## src/rtl/asp_pkg.sv

```systemverilog
/*
 constants and carriers for the byte-wide asynchronous static memory controller.
 assumes a 40 MHz core clock and an external memory that follows its documented edge timing.
*/
package asp_pkg;

	// ==========================================================
	// widths
	localparam int ADDR_W = 19;
	localparam int DATA_W = 8;

	// ==========================================================
	// clock
	localparam int CLK_PERIOD_PS = 25000;

	// ==========================================================
	// timing in picoseconds, as printed in ns
	localparam int READ_CYCLE_PS     = 12000;
	localparam int ADDR_TO_DATA_PS   = 12000;
	localparam int DATA_KEEP_PS      = 3000;
	localparam int SELECT_TO_DATA_PS = 12000;
	localparam int OE_TO_DATA_PS     = 6000;
	localparam int TURN_OFF_PS       = 6000;
	localparam int WRITE_CYCLE_PS    = 12000;
	localparam int WDATA_SETUP_PS    = 8000;
	localparam int WDATA_HOLD_PS     = 6000;
	localparam int STROBE_PULSE_PS   = 8000;
	localparam int ADDR_SETUP_PS     = 8000;

	// ==========================================================
	// derived cycle counts: minimums round up, at least one cycle
	function automatic int cyc_up(input int ps);
		int c;
		c = (ps + CLK_PERIOD_PS - 1) / CLK_PERIOD_PS;
		return (c < 1) ? 1 : c;
	endfunction

	localparam int RD_ACCESS_PS  = (SELECT_TO_DATA_PS > READ_CYCLE_PS) ?
		SELECT_TO_DATA_PS : READ_CYCLE_PS;
	// read wait: access delay plus two cycles for the input synchroniser
	localparam int RD_WAIT_CYC   = cyc_up(RD_ACCESS_PS) + 2;
	localparam int WR_PULSE_PS   = ((TURN_OFF_PS + WDATA_SETUP_PS) > STROBE_PULSE_PS) ?
		(TURN_OFF_PS + WDATA_SETUP_PS) : STROBE_PULSE_PS;
	localparam int WR_PULSE_CYC  = cyc_up(WR_PULSE_PS);
	localparam int WR_HOLD_CYC   = cyc_up(WDATA_HOLD_PS);
	localparam int TURN_CYC      = cyc_up(TURN_OFF_PS);
	localparam int CNT_W         = 4;

	localparam logic [CNT_W-1:0] RD_WAIT  = CNT_W'(RD_WAIT_CYC);
	localparam logic [CNT_W-1:0] WR_PULSE = CNT_W'(WR_PULSE_CYC);
	localparam logic [CNT_W-1:0] WR_HOLD  = CNT_W'(WR_HOLD_CYC);
	localparam logic [CNT_W-1:0] TURN     = CNT_W'(TURN_CYC);
	localparam logic [CNT_W-1:0] CNT_ONE  = 4'h1;
	localparam logic [CNT_W-1:0] CNT_ZERO = 4'h0;

	// ==========================================================
	// carriers
	typedef struct packed {
		logic              write;
		logic [ADDR_W-1:0] addr;
		logic [DATA_W-1:0] wdata;
	} asp_req_s;

	typedef struct packed {
		logic              sel_n;
		logic              oe_n;
		logic              we_n;
		logic [ADDR_W-1:0] word_select_lines;
	} asp_pins_s;

	typedef enum logic [2:0] {
		ST_IDLE,
		ST_RD_WAIT,
		ST_WR_SETUP,
		ST_WR_PULSE,
		ST_WR_HOLD,
		ST_TURN
	} asp_state_e;

endpackage

```

## src/rtl/asp_ctrl.sv

```systemverilog
/*
 controller for a byte-wide asynchronous static memory: takes read and write requests
 and sequences select, output enable, write strobe, address and byte lines.
 assumes the memory obeys its own select and enable delays; byte lines return
 through a two flip-flop synchroniser before use.
*/
`timescale 1ns/1ps
`default_nettype none
module asp_ctrl (
	// clock and control
	input  wire logic                       core_clk,
	input  wire logic                       rst_n,
	input  wire logic                       clk_en,
	// request side
	input  wire logic                       req_valid,
	output logic                            req_ready,
	input  wire asp_pkg::asp_req_s          req,
	// answer side
	output logic                            rd_valid,
	output logic      [asp_pkg::DATA_W-1:0] rd_data,
	output logic                            wr_done,
	// retention side
	input  wire logic                       retain_req,
	output logic                            retain_ok,
	// memory pins
	output asp_pkg::asp_pins_s              pins,
	input  wire logic [asp_pkg::DATA_W-1:0] byte_lines_i,
	output logic      [asp_pkg::DATA_W-1:0] byte_lines_o,
	output logic                            byte_lines_oe
);

	// ==========================================================
	// state
	asp_pkg::asp_state_e        state;
	asp_pkg::asp_state_e        next_state;
	logic [asp_pkg::CNT_W-1:0]  cnt;
	logic [asp_pkg::CNT_W-1:0]  next_cnt;
	asp_pkg::asp_pins_s         next_pins;
	logic [asp_pkg::DATA_W-1:0] next_byte_lines_o;
	logic                       next_byte_lines_oe;
	logic                       next_rd_valid;
	logic [asp_pkg::DATA_W-1:0] next_rd_data;
	logic                       next_wr_done;
	logic                       next_retain_ok;
	logic [asp_pkg::DATA_W-1:0] byte_sync;

	// ==========================================================
	// input synchroniser
	asp_sync u_sync (
		.core_clk (core_clk),
		.rst_n    (rst_n),
		.clk_en   (clk_en),
		.din      (byte_lines_i),
		.dout     (byte_sync)
	);

	function automatic logic cnt_done(input logic [asp_pkg::CNT_W-1:0] c);
		return c <= asp_pkg::CNT_ONE;
	endfunction

	// requests taken only when idle, enabled and not retaining; a grant still
	// standing from the previous cycle also blocks, so no take overlaps it
	always_comb begin
		req_ready = clk_en && (state == asp_pkg::ST_IDLE) && !retain_req && !retain_ok;
	end

	// ==========================================================
	// sequencer
	always_comb begin
		next_state         = state;
		next_cnt           = cnt;
		next_pins          = pins;
		next_byte_lines_o  = byte_lines_o;
		next_byte_lines_oe = byte_lines_oe;
		next_rd_valid      = 1'b0;
		next_rd_data       = rd_data;
		next_wr_done       = 1'b0;
		next_retain_ok     = retain_ok;
		unique case (state)
			asp_pkg::ST_IDLE: begin
				// idle: deselected, enable and strobe high, bus released
				next_pins.sel_n    = 1'b1;
				next_pins.oe_n     = 1'b1;
				next_pins.we_n     = 1'b1;
				next_byte_lines_oe = 1'b0;
				// retention granted only while deselected
				next_retain_ok     = retain_req && pins.sel_n;
				if (req_valid && req_ready) begin
					next_retain_ok              = 1'b0;
					// address presented with select, never mid-strobe
					next_pins.word_select_lines = req.addr;
					next_pins.sel_n             = 1'b0;
					if (req.write) begin
						// enable high so the memory is already floated
						next_byte_lines_o = req.wdata;
						next_state        = asp_pkg::ST_WR_SETUP;
					end else begin
						next_pins.oe_n = 1'b0;
						next_cnt       = asp_pkg::RD_WAIT;
						next_state     = asp_pkg::ST_RD_WAIT;
					end
				end
			end
			asp_pkg::ST_RD_WAIT: begin
				if (cnt_done(cnt)) begin
					next_rd_data   = byte_sync;
					next_rd_valid  = 1'b1;
					next_pins.oe_n = 1'b1;
					next_pins.sel_n = 1'b1;
					next_cnt       = asp_pkg::TURN;
					next_state     = asp_pkg::ST_TURN;
				end else begin
					next_cnt = cnt - asp_pkg::CNT_ONE;
				end
			end
			asp_pkg::ST_WR_SETUP: begin
				// memory already off; drive data and open strobe on the same edge
				next_byte_lines_oe = 1'b1;
				next_pins.we_n     = 1'b0;
				next_cnt           = asp_pkg::WR_PULSE;
				next_state         = asp_pkg::ST_WR_PULSE;
			end
			asp_pkg::ST_WR_PULSE: begin
				if (cnt_done(cnt)) begin
					// strobe rise ends the write; data held past it
					next_pins.we_n = 1'b1;
					next_cnt       = asp_pkg::WR_HOLD;
					next_state     = asp_pkg::ST_WR_HOLD;
				end else begin
					next_cnt = cnt - asp_pkg::CNT_ONE;
				end
			end
			asp_pkg::ST_WR_HOLD: begin
				if (cnt_done(cnt)) begin
					next_byte_lines_oe = 1'b0;
					next_pins.sel_n    = 1'b1;
					next_wr_done       = 1'b1;
					next_cnt           = asp_pkg::CNT_ZERO;
					next_state         = asp_pkg::ST_IDLE;
				end else begin
					next_cnt = cnt - asp_pkg::CNT_ONE;
				end
			end
			asp_pkg::ST_TURN: begin
				// wait for memory drivers to turn off before anything drives
				if (cnt_done(cnt)) begin
					next_cnt   = asp_pkg::CNT_ZERO;
					next_state = asp_pkg::ST_IDLE;
				end else begin
					next_cnt = cnt - asp_pkg::CNT_ONE;
				end
			end
			default: begin
				next_state = asp_pkg::ST_IDLE;
			end
		endcase
	end

	always_ff @(posedge core_clk) begin
		if (!rst_n) begin
			state         <= asp_pkg::ST_IDLE;
			cnt           <= asp_pkg::CNT_ZERO;
			pins          <= '{sel_n: 1'b1, oe_n: 1'b1, we_n: 1'b1, word_select_lines: '0};
			byte_lines_o  <= '0;
			byte_lines_oe <= 1'b0;
			rd_valid      <= 1'b0;
			rd_data       <= '0;
			wr_done       <= 1'b0;
			retain_ok     <= 1'b0;
		end else if (clk_en) begin
			state         <= next_state;
			cnt           <= next_cnt;
			pins          <= next_pins;
			byte_lines_o  <= next_byte_lines_o;
			byte_lines_oe <= next_byte_lines_oe;
			rd_valid      <= next_rd_valid;
			rd_data       <= next_rd_data;
			wr_done       <= next_wr_done;
			retain_ok     <= next_retain_ok;
		end
	end

endmodule
`default_nettype wire

```

## src/rtl/asp_sync.sv

```systemverilog
/*
 two flip-flop synchroniser for the byte lines coming back from the memory.
 assumes core_clk; the first stage is read by the second only.
*/
`timescale 1ns/1ps
`default_nettype none
module asp_sync (
	// clock and control
	input  wire logic                       core_clk,
	input  wire logic                       rst_n,
	input  wire logic                       clk_en,
	// data
	input  wire logic [asp_pkg::DATA_W-1:0] din,
	output logic      [asp_pkg::DATA_W-1:0] dout
);

	logic [asp_pkg::DATA_W-1:0] stage1;
	logic [asp_pkg::DATA_W-1:0] next_stage1;
	logic [asp_pkg::DATA_W-1:0] next_dout;

	always_comb begin
		next_stage1 = clk_en ? din : stage1;
		next_dout   = clk_en ? stage1 : dout;
	end

	always_ff @(posedge core_clk) begin
		if (!rst_n) begin
			stage1 <= '0;
			dout   <= '0;
		end else begin
			stage1 <= next_stage1;
			dout   <= next_dout;
		end
	end

endmodule
`default_nettype wire

```

## config.mk

```make
export PLATFORM = sky130hd
export DESIGN_NAME = asp_ctrl
export DESIGN_NICKNAME = d
export VERILOG_FILES = /design/src/rtl/asp_pkg.sv /design/src/rtl/asp_ctrl.sv /design/src/rtl/asp_sync.sv
export SDC_FILE = /design/constraint.sdc
export NUM_CORES = 1
export LEC_CHECK = 0
export ABC_AREA = 1
export BUFFER_PORTS_ARGS = -buffer_cell sky130_fd_sc_hd__buf_2
export CELL_PAD_IN_SITES_DETAIL_PLACEMENT = 1
export CELL_PAD_IN_SITES_GLOBAL_PLACEMENT = 2
export CORE_ASPECT_RATIO = 0.5
export CORE_MARGIN = 2
export CORE_UTILIZATION = 31
export DETAILED_ROUTE_END_ITERATION = 10
export PLACE_DENSITY_LB_ADDON = 0.1
export SLEW_MARGIN = 20
export SYNTH_ARGS = -nofsm -noshare
export SYNTH_HDL_FRONTEND = slang
export SYNTH_SLANG_ARGS = --single-unit
```

## constraint.sdc

```tcl
create_clock -name core_clk -period 2.05 [get_ports core_clk]
set_input_delay 0.3075 -clock core_clk [delete_from_list [all_inputs] [get_ports core_clk]]
set_output_delay 0.3075 -clock core_clk [all_outputs]
set_load 0.01 [all_outputs]
```

==> key figures, run 1 <==
Timing
  • Fin. max-slew vios: 0
  • Period utilization: 91.6%
  • Slew HR: 68.2%
  • Final Hold Violating Endpoints: 0
  • Worst setup margin: 0.172 ns
  • Final Setup Violations: 0
  • Min Tclk post-route: 1.88 ns
  • Skew final: 0.00589 ns
  • Worst-margin pin slew: 0.477 ns
  • FMAX: around 0.53 GHz
  • Unrepaired setup endpoints after global routing: no
  • WHS: ~0.21 ns
  • Setup TNS: 0 ns

Place
  • Worst slack, placed: about 0.29 ns
  • Area post-placement: 3310 sq um
  • Final HPWL DP: around 5400 um
  • Global placer's final weighted congestion: approximately 0.76
  • Port-buffer cells: 83
  • Post-placement cell count: 536

Route
  • Routed WL: about 7800 um
  • DRC Markers: 1
  • Via count: 2,576
  • DRT antenna net count: 0
  • Initial drt markers: 126
  • 1st-pass router iterations: 9
  • WL/cell: 14.2 um
  • Via density: ~4.7

Synth
  • Post-Synth Adder-Cell Area: 0.871%
  • Post-synthesis cell type count: 31
  • Yosys warnings: 0
  • Synth Area in XOR/XNOR: 0.305%
  • Simple-Gate Fraction of Synth Area: 30.0%
  • Syn Area/Cell: 8.23 sq um
  • Mapped cell area: 2870 sq um
  • Cells after synthesis: 349
  • Sequential fraction of the synthesis area: 45.3%
  • Largest family of logic cells by synthesized area: simple AND/OR/NAND/NOR gates
  • Syn nets: 392
  • Post-synthesis mux area share: 0%
  • Synth Area in Compound Gates: 15.2%
  • Yosys reg bits: between 60 and 70

Global route
  • Vias in the first global route: about 2,800
  • Grt met1 use: 18.9%
  • First-pass GRT wire length: 13,600 um
  • Largest net degree at the start of global routing: 34
  • GRT met2 Usage: 29.8%
  • Grt met3 use: 7.52%
  • Antenna violations before repair: 0
  • Grt peak-use layer: met2
  • Grt total ovfl: 0
  • GR Util All Layers: around 17%

Die
  • Site Rows: 24
  • DIE HEIGHT: 72.1 um
  • Num ports: 84
  • Die area: 10,100 sq um
  • Initial Utilization: about a third
  • Die Width: 140 um
  • Placeable Area: 8860 sq um

Clock network
  • Clk_lat worst skew: between 0.3 and 0.4 ns
  • TritonCTS clock tree: built
  • # resized after CTS: 0
  • Htree depth: 3
  • Clock slew at reported path FFs: approximately 0.050 ns
  • Post-CTS Hold Buffers: 0
  • # Post-CTS Setup Buffers: 0
  • CTS Buffer Depth: 2
  • Clk sinks: 65
  • Clock root buffer: clkbuf_16
  • Num CTS Buffers: 9

Setup path
  • CP Data Required Time: 1.74 ns
  • WS Path Type: reg -> out
  • Crit path max fanout: 29
  • FF-to-FF setup slack: 0.36 ns
  • Worst R2R Path Depth: 9
  • Launch point of the worst path: state[2]
  • Worst setup path endpoint: req_ready
  • Crit start category: flip-flop
  • CP Data Arrival Time: approximately 1.6 ns
  • Worst r2r dst: byte_lines_o[5]
  • Worst setup EP type: output port
  • Worst r2r src: state[2]

Final layout
  • Area Growth Syn to Fin: 26.3%
  • Post-layout util: 41.0%
  • Final nets: between 400 and 500
  • Layout cell share with drive strength beyond 1: 36.2%
  • Post-Layout Cell Count: 551
  • Filler cells: 1,089
  • Diodes inserted: 0
  • Design area: 3630 sq um

Pwr
  • Peak VDD IR: roughly 0.49 mV
  • Pwr/cell area: roughly 1200 nW/um^2
  • Overall power: 4.37 mW
  • Leak: about 1.6 nW

Outcome
  • Violated checks: DRC
  • Status: finished with violations

Min path
  • Hold crit path type: in -> reg

Run
  • Max Cap Violations: 0
sequential cells by signal, summed over array words and instances (netlist names):
name           cells
state              3
rd_valid           1
byte_lines_o       8
pins              22
u_sync.stage1      8
u_sync.dout        8
rd_data            8
cnt                4
byte_lines_oe      1
retain_ok          1
wr_done            1
area by class of cell:
type | instances | area [sq um] | share of cell area, %
multi-input cells | 250 | 1330 | 36.7
flip-flops and latches | 65 | 1300 | 35.9
repair buffers | 89 | 473 | 13.0
clock buffers | 13 | 280 | 7.72
well taps | 117 | 146 | 4.03
inverters | 15 | 61.3 | 1.69
clock inverters | 2 | 35.0 | 0.966
kinds of logic (layout without fill, tap and decap cells):
kind of cell	Yosys count	in the layout
buffers and inverters	34	119
and+or+nand+nor	176	176
xor gates and xnor gates	1	1
DFF	65	65
adders and majority gates	2	2
AOI/OAI and AO/OA	71	71
synthesized netlist by cell type:
cell type       n  area share (%)
nor2_4          2            0.78
nand3_1        11             1.9
buf_6           2            0.78
nor3_1          3            0.52
clkbuf_1        7            0.91
a21oi_2        19             5.8
clkbuf_4        1            0.26
a21oi_1        16             2.8
nand3_2        19             6.6
nor2_1         65             8.5
nand2_4         1            0.39
o21ai_0        30             5.2
nor2_2          5             1.1
nand4_1         9             2.0
dlygate4sd1_1   1            0.30
dfxtp_1        65              45
inv_2           3            0.39
clkbuf_8        3             1.4
o21ai_1         2            0.35
buf_4           1            0.26
inv_6           1            0.30
ha_1            2            0.87
buf_2           1            0.17
inv_1          11             1.4
xor2_1          1            0.30
buf_12          3             2.1
nand2_2         3            0.65
a31oi_1         1            0.22
o21bai_1        1            0.26
o211ai_1        2            0.52
nand2_1        58             7.6
how the worst min path moves through the flow:
stage	depth (start not counted)	slack, ns	startpoint	end
6_report	3	0.21	byte_lines_i[0]	u_sync.stage1[0]
4_1_cts	3	0.20	byte_lines_i[0]	u_sync.stage1[0]
5_1_grt	3	0.22	byte_lines_i[5]	u_sync.stage1[5]
3_5_place_dp	2	0.46	byte_lines_o[3]	byte_lines_o[3]
3_3_place_gp	2	0.45	byte_lines_o[0]	byte_lines_o[0]
2_1_floorplan	2	0.44	byte_lines_i[0]	u_sync.stage1[0]
cells in the final DEF, fill, tap and decap left out, types with 4 or more instances in the layout:
| master | n |
|---|---|
| dfxtp_1 | 65 |
| clkbuf_16 | 9 |
| nand4_1 | 9 |
| inv_1 | 11 |
| a21oi_2 | 19 |
| o21ai_0 | 30 |
| nor2_1 | 65 |
| nor2_2 | 5 |
| clkbuf_8 | 4 |
| buf_2 | 83 |
| nand3_1 | 11 |
| nand3_2 | 19 |
| nand2_1 | 58 |
| buf_4 | 5 |
| a21oi_1 | 16 |
per-layer routing:
layer | share of wire (%) | routed length (um)
met3 | 7.4 | 579
met5 | 0 | 0
met4 | 0.83 | 65
met2 | 46 | 3640
met1 | 45 | 3550
critical path, stage by stage (launching register included):
cell and delay, ns:
dfxtp_1 0.41, inv_6 0.11, nand2_2 0.06, inv_2 0.08
nand2_4 0.06, nor2_4 0.13, buf_12 0.21, buf_2 0.16
power by group:
part	switching [mW]	leakage (nW)	internal (mW)
Combinational	0.788	0.889	0.417
Clock	0.542	0.158	1.06
Sequential	0.120	0.531	1.44
Note: power is estimated with default switching activity, not from simulation.
==> run 2, diff against run 1 <==
==> constraint.sdc (replaced) <==
create_clock -name core_clk -period 2.05 [get_ports core_clk]
set_input_delay 0.41 -clock core_clk [delete_from_list [all_inputs] [get_ports core_clk]]
set_output_delay 0.41 -clock core_clk [all_outputs]
set_load 0.01 [all_outputs]
==> key figures, run 2 (synthesis results as in run 1) <==
Place
  • Port-buffer cells: 83
  • Final HPWL DP: ~5700 um
  • Worst slack, placed: 0.340 ns
  • Global placer's final weighted congestion: 0.759

Timing
  • FMAX: ~0.53 GHz
  • Final Setup Violations: 0
  • Worst setup margin: approximately 0.15 ns
  • Unrepaired setup endpoints after global routing: no
  • Worst-margin pin slew: around 0.49 ns
  • Skew final: roughly 0.0075 ns
  • Min Tclk post-route: 1.90 ns
  • Slew HR: 67.3%
  • Setup TNS: 0 ns
  • WHS: 0.326 ns
  • Period utilization: 92.7%
  • Final Hold Violating Endpoints: 0
  • Fin. max-slew vios: 0

Die
  • Site Rows: 24
  • Initial Utilization: 32.4%
  • Placeable Area: 8860 sq um
  • Num ports: 84
  • Die area: 10,100 sq um
  • Die Width: 140 um
  • DIE HEIGHT: between 70 and 80 um

Setup path
  • CP Data Required Time: 1.64 ns
  • Worst setup EP type: output port
  • CP Data Arrival Time: 1.49 ns
  • Worst R2R Path Depth: 10
  • Crit path max fanout: 9
  • WS Path Type: reg -> out
  • FF-to-FF setup slack: 0.33 ns
  • Worst r2r dst: pins[18]
  • Crit start category: flip-flop
  • Worst r2r src: state[2]

Clock network
  • Htree depth: 3
  • TritonCTS clock tree: built
  • Post-CTS Hold Buffers: 0
  • Clk sinks: 65
  • Clk_lat worst skew: 0.32 ns
  • Clock root buffer: clkbuf_16
  • Clock slew at reported path FFs: 0.05 ns
  • CTS Buffer Depth: 2
  • Num CTS Buffers: 9

Min path
  • Hold Crit Start: byte_lines_i[1]
  • Hold Path End: u_sync.stage1[1]
  • Hold crit path type: in -> reg
  • Hold Crit Depth: 3

Final layout
  • Final nets: between 400 and 500
  • Area Growth Syn to Fin: 26.3%
  • Diodes inserted: 0
  • Commonest non-fill, non-tap cell in the layout: buf_2
  • Layout cell share with drive strength beyond 1: 36.7%
  • Area of the multi-input gates: 1330 sq um
  • Max FFs per register: 22
  • Register area: 1300 sq um
  • Largest register by flop count: pins
  • Commonest cells after routing, fill and taps aside: buf_2, nor2_1, dfxtp_1, nand2_1, o21ai_0
  • Filler cells: 1,100

Outcome
  • Status: finished with violations
  • Violated checks: DRC

Route
  • 1st-pass router iterations: 7
  • Via density: 4.73
  • WL/cell: around 14 um
  • Via count: around 2,600
  • DRC Markers: 2
  • DRT antenna net count: 0
  • Routed WL: 7900 um
  • Initial drt markers: approximately 100

Run
  • Max Cap Violations: 0

Pwr
  • Peak VDD IR: 0.504 mV
  • Leak: between 1.5 and 2 nW
  • Pwr/cell area: about 1200 nW/um^2

Global route
  • GR Util All Layers: between 15 and 20%
  • Grt total ovfl: 0
  • First-pass GRT wire length: 13,300 um
  • Largest net degree at the start of global routing: 34
  • Vias in the first global route: between 2,000 and 3,000
  • Antenna violations before repair: 0
[run 2: cell count changes in the layout (fill, tap and decap cells not counted)]
cell        previous run  this run
buf_12                 1         0
buf_4                  5        10
clkbuf_1               0         1
clkbuf_8               4         1
clkinv_2               1         2
clkinvlp_4             0         2
[run 2: per-stage QoR]
step                area (sq um)  util (%)  instances  power [mW]
finish                      3630      41.0        556        4.31
global route                3630      41.0        556        4.61
CTS                         3610      40.7        553        4.34
detailed placement          3310      37.3        537        2.80
global placement            3310      37.3        537        2.77
floorplan                   2870         -        349        2.48
[run 2: timing repair]
| item | 4_1_cts | 5_1_grt |
|---|---|---|
| buffers inserted | 0 | 3 |
| resized for setup | 0 | 0 |
| endpoints found under the hold margin | 0 | 0 |
| endpoints found under the setup margin | 0 | 1 |
[run 2: how the worst max path moves through the flow]
stage	slack, ns	cells after the start	end	start
after global routing	0.06	6	req_ready	state[0]
after CTS	0.08	6	req_ready	state[2]
after detailed placement	0.34	7	pins[4]	retain_req
final	0.15	6	req_ready	state[2]
after floorplan	0.63	8	req_ready	state[2]
after global placement	0.41	7	pins[10]	retain_req
[run 2: per-layer routing]
layer,share of wire (%),global-route usage [%],up-vias
met3,7.0,6.73,6
met1,45,18.7,1242
met4,0.49,3.03,0
li1,-,-,1321
met5,0,0,-
met2,47,29.6,60
[run 2: where the power goes]
group | switching (mW) | total, mW | internal (mW)
registers | 0.122 | 1.56 | 1.44
clock network | 0.552 | 1.52 | 0.970
logic | 0.804 | 1.23 | 0.423
[run 2: layout make-up]
type	instances	area share [%]
tap	117	4.03
timing repair buffer	93	13.5
clock inverter	5	1.52
inverter	15	1.69
clock buffer	11	6.69
multi-input combinational	250	36.7
sequential	65	35.9
[run 2: critical path, cell delays in order, from the launching register on]
cell and delay [ns]:
dfxtp_1 0.42, inv_6 0.12, nand2_2 0.07, inv_2 0.09
nand2_4 0.06, nor2_4 0.21, buf_2 0.20
